<file path="src/verilog/urd_pkg.sv">
package urd_pkg;

	// Register indices; the byte address on the bus is four times the index.
	localparam logic [15:0] URD_IDX_RX_TX_DIVLO = 16'h9c00;
	localparam logic [15:0] URD_IDX_IER_DIVHI = 16'h9c01;
	localparam logic [15:0] URD_IDX_IIR_FCR = 16'h9c02;
	localparam logic [15:0] URD_IDX_LINE_CTRL = 16'h9c03;
	localparam logic [15:0] URD_IDX_MODEM_CTRL = 16'h9c04;
	localparam logic [15:0] URD_IDX_LINE_STATUS = 16'h9c05;
	localparam logic [15:0] URD_IDX_SCRATCH = 16'h9c07;
	localparam logic [15:0] URD_IDX_DIVLO_DIRECT = 16'h9c08;
	localparam logic [15:0] URD_IDX_DIVHI_DIRECT = 16'h9c09;
	localparam logic [15:0] URD_IDX_PID_LOW = 16'h9c0a;
	localparam logic [15:0] URD_IDX_PID_HIGH = 16'h9c0b;
	localparam logic [15:0] URD_IDX_PWR_EMU = 16'h9c0c;

	// Width of the word address that is compared against an index.
	localparam int URD_WORD_ADDR_W = 30;

	// Field positions.
	localparam int URD_LCR_DIV_ACCESS_BIT = 7;
	localparam int URD_LSR_DATA_READY_BIT = 0;
	localparam int URD_LSR_OVERRUN_BIT = 1;
	localparam int URD_LSR_HOLD_EMPTY_BIT = 5;
	localparam int URD_LSR_TX_EMPTY_BIT = 6;
	localparam int URD_IER_RX_BIT = 0;
	localparam int URD_IER_TX_BIT = 1;
	localparam int URD_IER_LINE_BIT = 2;

	// Reset values.
	localparam logic [7:0] URD_RST_IER = 8'h00;
	localparam logic [7:0] URD_RST_IIR = 8'h01;
	localparam logic [7:0] URD_RST_FCR = 8'h00;
	localparam logic [7:0] URD_RST_LCR = 8'h00;
	localparam logic [7:0] URD_RST_MCR = 8'h00;
	localparam logic [7:0] URD_RST_LSR = 8'h60;
	localparam logic [7:0] URD_RST_SCRATCH = 8'h00;
	localparam logic [7:0] URD_RST_DIV = 8'h00;
	localparam logic [7:0] URD_RST_RX = 8'h00;
	localparam logic [15:0] URD_RST_PWR_EMU = 16'h0000;

	// Identification codes answered by the two peripheral ID registers.
	localparam logic [15:0] URD_PID_LOW_VALUE = 16'h1234; // Value is arbitrary.
	localparam logic [15:0] URD_PID_HIGH_VALUE = 16'h0001; // Value is arbitrary.

	// Interrupt identification codes, highest priority first.
	localparam logic [7:0] URD_IIR_LINE = 8'h06;
	localparam logic [7:0] URD_IIR_RX = 8'h04;
	localparam logic [7:0] URD_IIR_TX = 8'h02;

	// AHB-Lite encodings.
	localparam logic [1:0] URD_HTRANS_NONSEQ = 2'h2;
	localparam logic URD_HRESP_OKAY = 1'h0;

endpackage

</file>
<file path="src/verilog/urd_uart_regs.sv">
// The implementer's own choice: the AHB-Lite interface to the registers.
`timescale 1ns/1ps
// What this block does
// - Flag clear: the first shared word reads rx buffer and writes tx holding.
// - Flag set: reads and writes at the first shared word reach the divisor low byte.
// - The divisor low byte also has its own word address, whatever the flag holds.
// - Second shared word: irq enable if the flag is clear, divisor high byte if set.
// - The divisor high byte also has its own word address, whatever the flag holds.
// - Third shared word: reads give irq identification, writes load FIFO control only.
module urd_uart_regs (
	input wire logic clk,
	input wire logic nrst,
	input wire logic hsel,
	input wire logic [31:0] haddr,
	input wire logic [1:0] htrans,
	input wire logic hwrite,
	input wire logic [2:0] hsize,
	input wire logic [31:0] hwdata,
	input wire logic hready,
	output logic [31:0] hrdata,
	output logic hreadyout,
	output logic hresp,
	input wire logic [7:0] rx_data,
	input wire logic rx_valid,
	input wire logic tx_taken,
	input wire logic tx_idle,
	output logic [7:0] tx_holding,
	output logic tx_load,
	output logic [15:0] divisor,
	output logic [7:0] irq_enable,
	output logic [7:0] line_ctrl,
	output logic [7:0] modem_ctrl,
	output logic [7:0] fifo_ctrl,
	output logic fifo_ctrl_load,
	output logic [15:0] power_emu_ctrl,
	output logic irq_pending
);

	logic wr_pend_q;
	logic [15:0] wr_idx_q;
	logic rd_pend_q;
	logic [15:0] rd_idx_q;
	logic [31:0] hrdata_q;
	logic addr_ok;
	logic [15:0] addr_idx;
	logic take;
	logic div_access;
	logic [7:0] wdata;
	logic [7:0] rx_buffer_q;
	logic [7:0] tx_holding_q;
	logic tx_load_q;
	logic [7:0] divisor_low_q;
	logic [7:0] divisor_high_q;
	logic [7:0] irq_enable_reg_q;
	logic [7:0] fifo_ctrl_reg_q;
	logic fifo_ctrl_load_q;
	logic [7:0] line_ctrl_reg_q;
	logic [7:0] modem_ctrl_q;
	logic [7:0] scratch_q;
	logic [15:0] power_emu_q;
	logic data_ready_q;
	logic overrun_q;
	logic hold_empty_q;
	logic [7:0] line_status;
	logic [7:0] irq_ident_reg;
	logic wr_txh;
	logic wr_divlo;
	logic wr_divhi;
	logic wr_ier;
	logic wr_fcr;
	logic rd_rxb;
	logic rd_lsr;
	logic [31:0] rd_mux;

	// Only the low 16 bits of the word address carry an index; all upper bits must be zero.
	assign addr_idx = haddr[17:2];
	assign addr_ok = haddr[31:18] == 14'h0000;
	assign take = hsel && hready && htrans == urd_pkg::URD_HTRANS_NONSEQ;

	assign div_access = line_ctrl_reg_q[urd_pkg::URD_LCR_DIV_ACCESS_BIT];
	assign wdata = hwdata[7:0];

	// Reads wait one cycle so that a write just before them is already visible.
	assign hreadyout = !rd_pend_q;
	assign hresp = urd_pkg::URD_HRESP_OKAY;
	assign hrdata = hrdata_q;

	// Address phase capture.
	// A write never waits, so its data phase always closes on the next edge.
	always_ff @(posedge clk) begin
		if (!nrst) begin
			wr_pend_q <= 1'b0;
			wr_idx_q <= 16'h0000;
		end else if (hready) begin
			wr_pend_q <= take && hwrite && addr_ok;
			wr_idx_q <= addr_idx;
		end
	end

	always_ff @(posedge clk) begin
		if (!nrst) begin
			rd_pend_q <= 1'b0;
			rd_idx_q <= 16'h0000;
		end else if (rd_pend_q) begin
			rd_pend_q <= 1'b0;
		end else if (take && !hwrite) begin
			rd_pend_q <= 1'b1;
			rd_idx_q <= addr_ok ? addr_idx : 16'h0000;
		end
	end

	// Write strobes for the data phase, steered by the divisor-access flag.
	always_comb begin
		wr_txh = 1'b0;
		wr_divlo = 1'b0;
		wr_divhi = 1'b0;
		wr_ier = 1'b0;
		wr_fcr = 1'b0;
		if (wr_pend_q) begin
			case (wr_idx_q)
				urd_pkg::URD_IDX_RX_TX_DIVLO: begin
					wr_txh = !div_access;
					wr_divlo = div_access;
				end
				urd_pkg::URD_IDX_IER_DIVHI: begin
					wr_ier = !div_access;
					wr_divhi = div_access;
				end
				urd_pkg::URD_IDX_IIR_FCR: begin
					wr_fcr = 1'b1;
				end
				urd_pkg::URD_IDX_DIVLO_DIRECT: begin
					wr_divlo = 1'b1;
				end
				urd_pkg::URD_IDX_DIVHI_DIRECT: begin
					wr_divhi = 1'b1;
				end
				default: begin
				end
			endcase
		end
	end

	// Read side effects happen on the cycle the read data is latched.
	assign rd_rxb = rd_pend_q && rd_idx_q == urd_pkg::URD_IDX_RX_TX_DIVLO && !div_access;
	assign rd_lsr = rd_pend_q && rd_idx_q == urd_pkg::URD_IDX_LINE_STATUS;

	// Transmit holding register and its load pulse to the serializer.
	always_ff @(posedge clk) begin
		if (!nrst) begin
			tx_holding_q <= urd_pkg::URD_RST_RX;
			tx_load_q <= 1'b0;
		end else begin
			tx_load_q <= wr_txh;
			if (wr_txh) begin
				tx_holding_q <= wdata;
			end
		end
	end

	// One storage for each divisor byte, shared by both of its addresses.
	always_ff @(posedge clk) begin
		if (!nrst) begin
			divisor_low_q <= urd_pkg::URD_RST_DIV;
			divisor_high_q <= urd_pkg::URD_RST_DIV;
		end else begin
			if (wr_divlo) begin
				divisor_low_q <= wdata;
			end
			if (wr_divhi) begin
				divisor_high_q <= wdata;
			end
		end
	end

	always_ff @(posedge clk) begin
		if (!nrst) begin
			irq_enable_reg_q <= urd_pkg::URD_RST_IER;
		end else if (wr_ier) begin
			irq_enable_reg_q <= wdata;
		end
	end

	always_ff @(posedge clk) begin
		if (!nrst) begin
			fifo_ctrl_reg_q <= urd_pkg::URD_RST_FCR;
			fifo_ctrl_load_q <= 1'b0;
		end else begin
			fifo_ctrl_load_q <= wr_fcr;
			if (wr_fcr) begin
				fifo_ctrl_reg_q <= wdata;
			end
		end
	end

	// Plain read/write registers.
	always_ff @(posedge clk) begin
		if (!nrst) begin
			line_ctrl_reg_q <= urd_pkg::URD_RST_LCR;
			modem_ctrl_q <= urd_pkg::URD_RST_MCR;
			scratch_q <= urd_pkg::URD_RST_SCRATCH;
			power_emu_q <= urd_pkg::URD_RST_PWR_EMU;
		end else if (wr_pend_q) begin
			case (wr_idx_q)
				urd_pkg::URD_IDX_LINE_CTRL: begin
					line_ctrl_reg_q <= wdata;
				end
				urd_pkg::URD_IDX_MODEM_CTRL: begin
					modem_ctrl_q <= wdata;
				end
				urd_pkg::URD_IDX_SCRATCH: begin
					scratch_q <= wdata;
				end
				urd_pkg::URD_IDX_PWR_EMU: begin
					power_emu_q <= hwdata[15:0];
				end
				default: begin
				end
			endcase
		end
	end

	// Receive buffer and the status flags it drives; a new byte wins over a clearing read.
	always_ff @(posedge clk) begin
		if (!nrst) begin
			rx_buffer_q <= urd_pkg::URD_RST_RX;
			data_ready_q <= urd_pkg::URD_RST_LSR[urd_pkg::URD_LSR_DATA_READY_BIT];
			overrun_q <= urd_pkg::URD_RST_LSR[urd_pkg::URD_LSR_OVERRUN_BIT];
		end else begin
			if (rx_valid) begin
				rx_buffer_q <= rx_data;
				data_ready_q <= 1'b1;
			end else if (rd_rxb) begin
				data_ready_q <= 1'b0;
			end
			if (rx_valid && data_ready_q && !rd_rxb) begin
				overrun_q <= 1'b1;
			end else if (rd_lsr) begin
				overrun_q <= 1'b0;
			end
		end
	end

	// Holding register empties when the serializer takes it; a new load makes it full.
	always_ff @(posedge clk) begin
		if (!nrst) begin
			hold_empty_q <= urd_pkg::URD_RST_LSR[urd_pkg::URD_LSR_HOLD_EMPTY_BIT];
		end else if (wr_txh) begin
			hold_empty_q <= 1'b0;
		end else if (tx_taken) begin
			hold_empty_q <= 1'b1;
		end
	end

	always_comb begin
		line_status = 8'h00;
		line_status[urd_pkg::URD_LSR_DATA_READY_BIT] = data_ready_q;
		line_status[urd_pkg::URD_LSR_OVERRUN_BIT] = overrun_q;
		line_status[urd_pkg::URD_LSR_HOLD_EMPTY_BIT] = hold_empty_q;
		line_status[urd_pkg::URD_LSR_TX_EMPTY_BIT] = hold_empty_q && tx_idle;
	end

	// Interrupt identification: highest-priority enabled source, else the idle code.
	always_comb begin
		if (irq_enable_reg_q[urd_pkg::URD_IER_LINE_BIT] && overrun_q) begin
			irq_ident_reg = urd_pkg::URD_IIR_LINE;
		end else if (irq_enable_reg_q[urd_pkg::URD_IER_RX_BIT] && data_ready_q) begin
			irq_ident_reg = urd_pkg::URD_IIR_RX;
		end else if (irq_enable_reg_q[urd_pkg::URD_IER_TX_BIT] && hold_empty_q) begin
			irq_ident_reg = urd_pkg::URD_IIR_TX;
		end else begin
			irq_ident_reg = urd_pkg::URD_RST_IIR;
		end
	end

	// Read multiplexer; unmapped words read as zero.
	always_comb begin
		rd_mux = 32'h00000000;
		case (rd_idx_q)
			urd_pkg::URD_IDX_RX_TX_DIVLO: begin
				rd_mux[7:0] = div_access ? divisor_low_q : rx_buffer_q;
			end
			urd_pkg::URD_IDX_IER_DIVHI: begin
				rd_mux[7:0] = div_access ? divisor_high_q : irq_enable_reg_q;
			end
			urd_pkg::URD_IDX_IIR_FCR: begin
				rd_mux[7:0] = irq_ident_reg;
			end
			urd_pkg::URD_IDX_LINE_CTRL: begin
				rd_mux[7:0] = line_ctrl_reg_q;
			end
			urd_pkg::URD_IDX_MODEM_CTRL: begin
				rd_mux[7:0] = modem_ctrl_q;
			end
			urd_pkg::URD_IDX_LINE_STATUS: begin
				rd_mux[7:0] = line_status;
			end
			urd_pkg::URD_IDX_SCRATCH: begin
				rd_mux[7:0] = scratch_q;
			end
			urd_pkg::URD_IDX_DIVLO_DIRECT: begin
				rd_mux[7:0] = divisor_low_q;
			end
			urd_pkg::URD_IDX_DIVHI_DIRECT: begin
				rd_mux[7:0] = divisor_high_q;
			end
			urd_pkg::URD_IDX_PID_LOW: begin
				rd_mux[15:0] = urd_pkg::URD_PID_LOW_VALUE;
			end
			urd_pkg::URD_IDX_PID_HIGH: begin
				rd_mux[15:0] = urd_pkg::URD_PID_HIGH_VALUE;
			end
			urd_pkg::URD_IDX_PWR_EMU: begin
				rd_mux[15:0] = power_emu_q;
			end
			default: begin
				rd_mux = 32'h00000000;
			end
		endcase
	end

	always_ff @(posedge clk) begin
		if (!nrst) begin
			hrdata_q <= 32'h00000000;
		end else if (rd_pend_q) begin
			hrdata_q <= rd_mux;
		end
	end

	assign tx_holding = tx_holding_q;
	assign tx_load = tx_load_q;
	assign divisor = {divisor_high_q, divisor_low_q};
	assign irq_enable = irq_enable_reg_q;
	assign line_ctrl = line_ctrl_reg_q;
	assign modem_ctrl = modem_ctrl_q;
	assign fifo_ctrl = fifo_ctrl_reg_q;
	assign fifo_ctrl_load = fifo_ctrl_load_q;
	assign power_emu_ctrl = power_emu_q;
	// The idle identification code means that no enabled source is asking.
	assign irq_pending = irq_ident_reg != urd_pkg::URD_RST_IIR;

endmodule

</file>
<file path="config.mk">
export PLATFORM = sky130hd
export DESIGN_NAME = urd_uart_regs
export DESIGN_NICKNAME = d
export VERILOG_FILES = /design/src/verilog/urd_pkg.sv /design/src/verilog/urd_uart_regs.sv
export SDC_FILE = /design/constraint.sdc
export NUM_CORES = 1
export LEC_CHECK = 0
export BUFFER_PORTS_ARGS = -buffer_cell sky130_fd_sc_hd__buf_2
export CORE_AREA = 5 5 117 119
export CTS_CLUSTER_DIAMETER = 30
export CTS_CLUSTER_SIZE = 12
export DETAILED_ROUTE_END_ITERATION = 12
export DIE_AREA = 0 0 122 124
export PLACE_DENSITY = 0.78
export SKIP_LAST_GASP = 1
export SLEW_MARGIN = 0
export SYNTH_ARGS = -nofsm -noshare
export SYNTH_HDL_FRONTEND = slang
export SYNTH_SLANG_ARGS = --single-unit
</file>
<file path="constraint.sdc">
create_clock -name clk -period 2.3 [get_ports clk]
set_input_delay 0.23 -clock clk [delete_from_list [all_inputs] [get_ports clk]]
set_output_delay 0.23 -clock clk [all_outputs]
set_load 0.03 [all_outputs]
</file>
* Word level (Yosys, flattened, before mapping) *
Cells that the tools add are included.

cells by class
  reduce and logical (&&, ||, !) cells = 28
  equality and inequality tests = 23
  muxes and demuxes = 25
  bitwise operators = 2

operators with widths
  operator              count
  $eq 16x16->1 const B  21
  $pmux 8 s12           1
  $mux 16               1
  $mux 8                2
  $pmux 8 s2            1
  $mux 1                15
  $logic_and 1x1->1     14
  $logic_not 14->1      1
  $reduce_and 2->1      5
  $ne 8x1->1 const B    1
  $mux 3                2
  $reduce_bool 2->1     3
  $logic_not 1->1       4
  $pmux 1 s2            2
  $eq 2x2->1 const B    1
  $mux 2                1
  $not 1->1             2
  $reduce_or 2->1       1

storage, ports and cells
  bits of input ports = 85
  register bits after elaboration = 143
  word-level logic and storage cells = 98
  output and inout bits = 109

* Longest topological paths before layout *
Gate-level depths: netlist of run 1.

  word-level depth = 6
  depth in mapped cells = 8
  gate-level depth less buffers = 5

* Worst setup path after synthesis of run 1 *
Ideal clock, no wire load.

  path type = register -> register
  from = reg line_ctrl_reg_q[7] (netlist: line_ctrl[7])
  to = reg hrdata_q[3] (netlist: hrdata[3])
  stages on the path, launching flop included = 7
  library setup time = 127 ps
  data arrival time = 1632 ps
  buffers on the path = 2
  clock period less this slack = 1759 ps
  path slack = 541 ps
  required time = 2173 ps
  path through = dfxtp_1 > buf_2 > buf_2 > mux2i_1 > nor2_1 > a2111oi_0 > o21ai_1

between the ends
  word-level cells in the longest chain between the ends = 2
  elaborated cells on any way between the ends = 3
  classes of those cells = mux: 3

ends and longest elaborated chain
  item                              line                                        text
  from (decl)                       urd_uart_regs.sv:57                         logic [7:0] line_ctrl_reg_q;
  from (signal assigned)            urd_uart_regs.sv:199                        line_ctrl_reg_q <= urd_pkg::URD_RST_LCR;
  from (signal assigned)            urd_uart_regs.sv:206                        line_ctrl_reg_q <= wdata;
  $mux 8, on equally long branches  urd_uart_regs.sv:284, urd_uart_regs.sv:281
  $pmux 8 s12 (*)                   urd_uart_regs.sv:279                        case (rd_idx_q)
  to (signal assigned)              urd_uart_regs.sv:326                        hrdata_q <= rd_mux;
  to (decl)                         urd_uart_regs.sv:43                         logic [31:0] hrdata_q;

Mark *: on every way between the ends. The rest lies on a longest branch, timed or not.
A chain may end at the register's enable or synchronous reset.

* Worst setup path in the final report of run 1 *
  from = reg rd_idx_q[3]
  to = reg hrdata_q[1] (netlist: hrdata[1])

between the ends
  word-level cells in the longest chain between the ends = 2
  elaborated cells on any way between the ends = 13
  classes of those cells = eq/ne: 12; mux: 1

ends and longest elaborated chain
  item                    line                  text
  from (decl)             urd_uart_regs.sv:42   logic [15:0] rd_idx_q;
  from (signal assigned)  urd_uart_regs.sv:108  rd_idx_q <= addr_ok ? addr_idx : 16'h0000;
  $eq 16x16->1            urd_uart_regs.sv:279
  $pmux 8 s12 (*)         urd_uart_regs.sv:279

Marked as above.

==> results of run 1 <==
==> where the power goes <==
part           switching, W  internal, W
clock               0.00108      0.00181
sequential        0.0000272      0.00251
combinational      0.000178    0.0000945
==> layer usage <==
metal  share of wire, %  vias to the layer above  track usage [%]
met5                  0                        -                0
met4                2.8                        0             10.0
met3                9.0                       45             6.77
met2                 48                      269             41.4
met1                 40                     2667             31.3
li1                   -                     2686                -
==> cell usage after synthesis (5+ instances only) <==
library cell  instances  area (um2)
dfxtp_1             143        2860
mux2i_1              97         971
nor2_1               96         360
nand2_1              88         330
a21oi_1              30         150
clkbuf_1             27         101
a22oi_1              24         180
o21ai_0              21         105
buf_4                18         135
nand3_1              18        90.1
buf_2                13        65.1
nor4_1                9        56.3
nor3_1                7        35.0
buf_1                 6        22.5
inv_1                 6        22.5
nor2b_1               5        31.3
==> worst max-delay path, stage by stage (launching register included) <==
cell and delay, ns:
dfxtp_1 0.64, or4_1 0.41, nor2_1 0.17, a2111oi_0 0.63, a211oi_1 0.15
==> metrics by stage <==
stage | util, % | hold slack, ns | std cells
after CTS | 61.8 | 0.0361 | 1022
after detailed placement | 56.8 | 0.454 | 990
after global routing | 61.8 | 0.0519 | 1022
final | 61.8 | 0.0370 | 1022
after global placement | 56.8 | 0.443 | 990
after floorplan | - | 0.370 | 706
==> cells by family after synthesis <==
| logic type | after synthesis |
|---|---|
| compound gates | 110 |
| buf+inv | 71 |
| flops | 143 |
| mux | 99 |
| other cells | 1 |
| simple gates | 266 |
==> final cells by class <==
type | count | area [um2] | share of cell area, %
Inverter | 7 | 26.3 | 0.341
Multi-Input combinational cell | 492 | 3030 | 39.4
Sequential cell | 143 | 2860 | 37.2
Clock inverter | 14 | 191 | 2.48
Tap cell | 172 | 215 | 2.79
Clock buffer | 18 | 429 | 5.57
Timing Repair Buffer | 176 | 946 | 12.3
==> flip-flops by register name (all words and copies together) (netlist names), 16 cells and up <==
signal and count:
wr_idx_q 16, power_emu_ctrl 16, rd_idx_q 16, hrdata 16
==> worst paths after layout <==
| check | startpoint | end | slack (ns) | cells past startpoint |
|---|---|---|---|---|
| worst min register to register | hrdata[5] | hrdata[5] | 0.46 | 2 |
| worst max register to register | rd_idx_q[3] | hrdata[1] | 0.16 | 4 |
| worst min-delay path | rx_data[1] | rx_buffer_q[1] | 0.04 | 3 |
| worst max-delay path | rd_idx_q[3] | hrdata[1] | 0.16 | 4 |
==> metrics.md, run 1 <==
| Metric | Value |
|---|---|
| Hold crit path type | input port to flop |
| Die footprint | 0.0151 mm2 |
| Port buffer count | 155 |
| Gr ovfl total | 0 |
| Slack of the critical path | 0.156 ns |
| Postcts setup bufs | 0 |
| Post-synth EDFFs | 0 |
| Crit path kind | flop to flop |
| Commonest cells after routing, fill and taps aside | 155 x buf_2, 143 x dfxtp_1, 97 x mux2i_1 |
| Final antenna-violating net count | 0 |
| Worst slack, placed | 0.253 ns |
| Fmax | 0.466 GHz |
| Synth Register Bits | 143 |
| Initial Util | 49.6% |
| Synth warn | 0 |
| DPL Wire Length | 13.6 mm |
| Drt via density | 5.55 |
| Final hold vios | 0 |
| Worst-margin pin slew | 0.608 ns |
| Critical path peak fanout | 16 |
| Chip height | 124 um |
| CTS H-tree depth | 4 |
| # DRC | 0 |
| Final setup viols | 0 |
| Min Tclk post-route | 2.14 ns |
| Total chip power | 0.00570 W |
| Largest family of logic cells by synthesized area | simple AND/OR/NAND/NOR gates |
| Area of the core | 0.0125 mm2 |
| Synth Instances | 690 |
| Worst-path clk slew | 0.06 ns |
| CTS tree | done |
| Number of fill cells in the layout | 1092 |
| Cell Rows | 41 |
| Crit path required time | 2.58 ns |
| Routed WL | 18.8 mm |
| Largest net degree at the start of global routing | 86 |
| Unique masters post-synth | 59 |
| Status | finished, final reports clean |
| FFs w/ async S/R, synth | 0% |
| CTS max path bufs | 2 |
| Leak | 3.44 nW |
| Rel. slew slack | 58.4% |
| Crit start category | flop |
| Fin. max-slew vios | 0 |
| CTS Buf Count | 17 |
| Skew-Pair Late Insertion Delay | 0.43 ns |
| PwrDens | 740 mW/mm2 |
| Syn-to-layout area delta | 24.7% |
| Ports | 194 |
| Placer Congestion | 1.00 |
| Post-CTS Resized | 0 |
| Worst Path Arrival | 2.43 ns |
| Global-route wire length before repair | 29.4 mm |
| Synthesized-area fraction occupied by adder cells | 0% |
| Average cell area after synthesis | 8.96 um2 |
| Starting DRC count in detailed routing | 580 |
| RSZ-0062 raised after global routing | false |
| Global-route usage over all layers | 25.1% |
| Die Wd | 122 um |
| Hold-fix buffers at CTS | 0 |
| Sequential share of the synthesized area | 46.3% |
| Area after DPL | 0.00708 mm2 |
| Clock skew | 0.00693 ns |
| Final instance area | 0.00770 mm2 |
| N_diodes | 0 |
| Max-Cap Viols | 0 |
| Xor/xnor share of the synthesized area | 0% |
| Most common cell after layout, fill and taps aside | buf_2 |
| Final TNS setup | 0 ns |
| Post-synth top flop | dfxtp_1 |
| Post-synthesis compound-gate area fraction | 11.5% |
| Layout Nets | 922 |
| VDD IR-drop max | 0.556 mV |
| Drt first pass iters | 5 |
| Worst setup EP type | flop |
| Post-synthesis mux area share | 16.1% |
| Post-Synth Simple-Gate Area | 20.4% |
| Final worst path period share | 93.2% |
| Mapped cell area | 0.00618 mm2 |
| Via count | 5667 |
| Clk root buf | clkbuf_16 |
| Layout cells sized above 1 | 26.1% |
| Wire per inst | 18.4 um |
| Initial antenna violation count | 0 |
| Clk sink count | 143 |
| Vias in the first global route | 5526 |
No activity file was read; power rests on OpenSTA's default activity.
==> inputs of run 2 (changes only) <==
--- a/config.mk
+++ b/config.mk
@@ -17,3 +17,4 @@
 export SYNTH_ARGS = -nofsm -noshare
 export SYNTH_HDL_FRONTEND = slang
 export SYNTH_SLANG_ARGS = --single-unit
+export TNS_END_PERCENT = 1
==> constraint.sdc (replaced) <==
create_clock -name clk -period 2.3 [get_ports clk]
set_input_delay 0.115 -clock clk [delete_from_list [all_inputs] [get_ports clk]]
set_output_delay 0.115 -clock clk [all_outputs]
set_load 0.03 [all_outputs]
==> run 2 against run 1 <==
Compared with the run above:
- critical path type unchanged
- non-clock buffer count rose by 39
- die area did not move
- clock power fell by 7.3%
- wire length rose by 4.9%
- largest power group unchanged
- via count rose by 4.6%
- highest routed layer unchanged
- global-route usage rose by 0.79 points
==> metrics.md, run 2 (synthesized netlist as in run 1, its figures left out) <==
| Metric | Value |
|---|---|
| Drt first pass iters | 5 |
| Initial Util | 49.6% |
| Area after DPL | 0.00712 mm2 |
| Final worst path period share | 88.2% |
| Power Internal | 0.00428 W |
| Chip height | 124 um |
| Via count | 5928 |
| Global-route wire length before repair | 30.0 mm |
| Final instance area | 0.00804 mm2 |
| Vias in the first global route | 5724 |
| Psw | 0.00126 W |
| Layout Utilization | 64.5% |
| Port buffer count | 155 |
| Area of the core | 0.0125 mm2 |
| Die footprint | 0.0151 mm2 |
| Die Wd | 122 um |
| Crit path kind | flop to flop |
| Final TNS setup | 0 ns |
| Largest net degree at the start of global routing | 82 |
| Hold crit path type | input port to flop |
| Final antenna-violating net count | 0 |
| Skew-Pair Late Insertion Delay | 0.42 ns |
| N_diodes | 0 |
| Layout cells sized above 1 | 25.4% |
| Gr ovfl total | 0 |
| PwrDens | 689 mW/mm2 |
| Worst hold slack | 0.0112 ns |
| Syn-to-layout area delta | 30.0% |
| Switching share of power | 22.7% |
| Max-Cap Viols | 0 |
| Clock share of power | 48.5% |
| Leak | 3.59 nW |
| Worst setup EP type | flop |
| CTS max path bufs | 2 |
| Crit path required time | 2.65 ns |
| CTS H-tree depth | 4 |
| Postcts setup bufs | 0 |
| Min Tclk post-route | 2.03 ns |
| RSZ-0062 raised after global routing | false |
| CTS tree | done |
| Rel. slew slack | 62.1% |
| Global-route usage over all layers | 25.9% |
| Drt via density | 5.59 |
| Initial antenna violation count | 0 |
| Worst-margin pin slew | 0.561 ns |
| Layout Nets | 961 |
| Starting DRC count in detailed routing | 619 |
| Final setup viols | 0 |
| Clk root buf | clkbuf_16 |
| Placer Congestion | 0.906 |
| Clock skew | 0.00776 ns |
| Wire per inst | 18.6 um |
| Commonest cells after routing, fill and taps aside | 155 x buf_2, 143 x dfxtp_1, 97 x mux2i_1 |
| Share of power burned in registers | 45.7% |
| CTS Buf Count | 17 |
| Fmax | 0.493 GHz |
| DPL Wire Length | 13.7 mm |
| Critical path peak fanout | 6 |
| Fin. max-slew vios | 0 |
| Cell Rows | 41 |
| Final hold vios | 0 |
| Status | finished, final reports clean |
| Crit start category | flop |
| Worst-path clk slew | 0.06 ns |
| Ports | 194 |
| Worst Path Arrival | 2.38 ns |
| VDD IR-drop max | 0.565 mV |
| Logic gate share of total power | 5.8% |
| # DRC | 0 |
| Routed WL | 19.7 mm |
| Clk sink count | 143 |
| Most common cell after layout, fill and taps aside | buf_2 |
==> run 2: final timing paths <==
check                                   from  slack, ns                end  cells past startpoint
worst max-delay path             rd_idx_q[7]       0.27          hrdata[8]                      5
worst min-delay path               hwdata[4]       0.01  power_emu_ctrl[4]                      3
worst max register to register   rd_idx_q[7]       0.27          hrdata[8]                      5
worst min register to register  scratch_q[7]       0.46       scratch_q[7]                      2
==> run 2: area by class of cell <==
class	count	area [um2]
Clock buffer	21	460
Fill cell	1032	4430
Multi-Input combinational cell	492	3030
Tap cell	172	215
Clock inverter	11	115
Sequential cell	143	2860
Timing Repair Buffer	215	1320
Inverter	7	26.3
==> run 2: power by group through the flow <==
stage / Clock, W / Combinational [W] / Sequential [W]
after floorplan: 0 / 0.000183 / 0.00258
after global placement: 0 / 0.000265 / 0.00259
after detailed placement: 0 / 0.000269 / 0.00259
after CTS: 0.00270 / 0.000315 / 0.00253
after global routing: 0.00281 / 0.000345 / 0.00254
final: 0.00268 / 0.000322 / 0.00253
==> run 2: per-layer routing <==
layer,share of wire (%),GRT usage (%),vias up
li1,-,-,2764
met1,41,31.3,2800
met2,48,43.2,304
met3,7.9,8.08,60
met4,3.2,10.2,0
met5,0,0,-
==> run 2: per-stage QoR <==
stage / std cells / power (W) / setup slack, ns
global placement: 995 / 0.00285 / 0.397
finish: 1061 / 0.00554 / 0.271
floorplan: 706 / 0.00276 / 0.541
CTS: 1061 / 0.00555 / 0.275
global route: 1061 / 0.00569 / 0.141
detailed placement: 995 / 0.00286 / 0.334
==> run 2: critical path: stages, from the launching register on <==
cell	delay [ns]
dfxtp_1	0.30
or4b_1	0.54
or3_1	0.47
nor2_2	0.35
a22oi_1	0.15
nor2_1	0.15
==> run 2: repair_timing <==
| action | in CTS | in global routing |
|---|---|---|
| hold buffers | 34 | 0 |
| endpoints found under the hold margin | 49 | 0 |
| gates resized for setup | 0 | 0 |
==> inputs of run 3 (changes only) <==
--- a/config.mk
+++ b/config.mk
@@ -11,6 +11,7 @@
 export CTS_CLUSTER_SIZE = 12
 export DETAILED_ROUTE_END_ITERATION = 12
 export DIE_AREA = 0 0 122 124
+export GPL_TIMING_DRIVEN = 0
 export PLACE_DENSITY = 0.78
 export SKIP_LAST_GASP = 1
 export SLEW_MARGIN = 0
==> run 3 against run 2 <==
Compared with the run above:
- hold slack got worse by 0.015 ns
- combinational power is 9.6% higher
- final area grew 1.4%
- sequential share of layout area shrank 0.49 points
- non-clock buffer count grew 34
- power rose by 2.8%
- setup slack got worse by 0.16 ns
- the run now ends with negative hold slack left
- first-iteration DRC count decreased by 4.4%
- register-to-register slack worse by 0.09 ns
- core utilization up 0.90 points
- clock power increased by 5%
- sequential cell count is the same
==> metrics.md, run 3 (synthesized netlist as in run 1, its figures left out) <==
| Metric | Value |
|---|---|
| RSZ-0062 raised after global routing | true |
| Worst hold slack | -0.00381 ns |
| Switching share of power | 23.4% |
| Vias in the first global route | 5853 |
| Wire per inst | 18.7 um |
| Clk root buf | clkbuf_16 |
| Logic gate share of total power | 6.2% |
| Gr ovfl total | 0 |
| Drt first pass iters | 5 |
| Routed WL | 20.5 mm |
| Crit path required time | 2.18 ns |
| Leak | 3.63 nW |
| VDD IR-drop max | 0.586 mV |
| Worst Path Arrival | 2.08 ns |
| Postcts setup bufs | 0 |
| Clock share of power | 49.4% |
| Finished Layout Cells | 1095 |
| Initial antenna violation count | 0 |
| Total chip power | 0.00569 W |
| Commonest cells after routing, fill and taps aside | 165 x buf_2, 143 x dfxtp_1, 97 x mux2i_1 |
| CTS Buf Count | 17 |
| Clock skew | 0.0109 ns |
| Worst-margin pin slew | 0.776 ns |
| Status | complete, but fails checks |
| Final worst path period share | 95.3% |
| Placed cells | 1030 |
| Hold Path Stages | 3 |
| DPL Wire Length | 14.8 mm |
| Global-route wire length before repair | 31.5 mm |
| Final antenna-violating net count | 0 |
| Share of power burned in registers | 44.4% |
| Crit start category | flop |
| Initial Util | 49.6% |
| CTS H-tree depth | 4 |
| Area of the core | 0.0125 mm2 |
| Clk sink count | 143 |
| Fin. max-slew vios | 0 |
| Crit path kind | flop to primary output |
| Layout Utilization | 65.4% |
| Worst-path clk slew | 0.06 ns |
| Final hold vios | 1 |
| Most common cell after layout, fill and taps aside | buf_2 |
| Critical path peak fanout | 10 |
| Global-route usage over all layers | 27.1% |
| Min Tclk post-route | 2.19 ns |
| Psw | 0.00133 W |
| Max-Cap Viols | 0 |
| Layout cells sized above 1 | 24.8% |
| Fmax | 0.456 GHz |
| Failing checks | negative hold slack |
| Cell Rows | 41 |
| Rel. slew slack | 48.3% |
| Die Wd | 122 um |
| Chip height | 124 um |
| Syn-to-layout area delta | 31.9% |
| Power Internal | 0.00436 W |
| Port buffer count | 152 |
| Final setup viols | 0 |
| CTS tree | done |
| PwrDens | 699 mW/mm2 |
| # DRC | 0 |
| Via count | 5999 |
| Worst setup EP type | primary output |
| N_diodes | 0 |
| Skew-Pair Late Insertion Delay | 0.43 ns |
| Placer Congestion | 0.955 |
| Ports | 194 |
| Die footprint | 0.0151 mm2 |
| Drt via density | 5.48 |
| Layout Nets | 995 |
| Largest net degree at the start of global routing | 17 |
| Starting DRC count in detailed routing | 592 |
| Hold crit path type | input port to flop |
| R2r worst-path depth | 7 |
| CTS max path bufs | 2 |
run 3: cell type report:
cell class,instances,area [um2]
fill,1050,4320
multi-input combinational,492,3030
sequential,143,2860
timing repair buffer,185,1090
clock buffer,19,433
buffer,64,325
tap,172,215
clock inverter,13,163
inverter,7,26.3
run 3: worst paths after layout:
check | from | to | slack (ns)
setup / recovery | rd_pend_q | hreadyout | 0.11
hold / removal | hwdata[4] | power_emu_ctrl[4] | -0.004
setup reg to reg | rd_idx_q[2] | hrdata[0] | 0.18
hold reg to reg | scratch_q[3] | scratch_q[3] | 0.46
run 3: critical path, stage by stage, from the launching register on:
cell	delay, ns
dfxtp_1	0.33
clkbuf_1	0.46
inv_1	0.31
clkbuf_1	0.30
buf_2	0.25
run 3: power groups by stage:
stage	Combinational (W)	Clock, W	Sequential (W)
3_3_place_gp	0.000297	0	0.00258
6_report	0.000353	0.00281	0.00253
2_1_floorplan	0.000183	0	0.00258
5_1_grt	0.000379	0.00296	0.00253
3_5_place_dp	0.000300	0	0.00258
4_1_cts	0.000345	0.00281	0.00253
run 3: stage by stage:
step	hold WS, ns	area (um2)	setup TNS, ns	setup WS, ns
2_1_floorplan	0.255	6240	0	0.541
3_3_place_gp	0.355	7220	-0.213	-0.213
3_5_place_dp	0.364	7220	-0.211	-0.211
4_1_cts	0.00432	8150	0	0.125
5_1_grt	0.0127	8150	-0.00420	-0.00420
6_report	-0.00381	8150	0	0.107
run 3: layer usage:
metal | part of all wire (%) | track usage (%) | vias to the layer above
met4 | 3.1 | 10.2 | 0
met2 | 48 | 44.3 | 333
met5 | 0 | 0 | -
met1 | 39 | 34.7 | 2782
met3 | 10 | 6.77 | 57
li1 | - | - | 2827
run 3: timing repair:
action,4_1_cts,5_1_grt
resized for setup,2,1
hold endpoints to repair,48,0
endpoints found under the setup margin,1,2
pin swaps,0,0
hold buffers,33,0
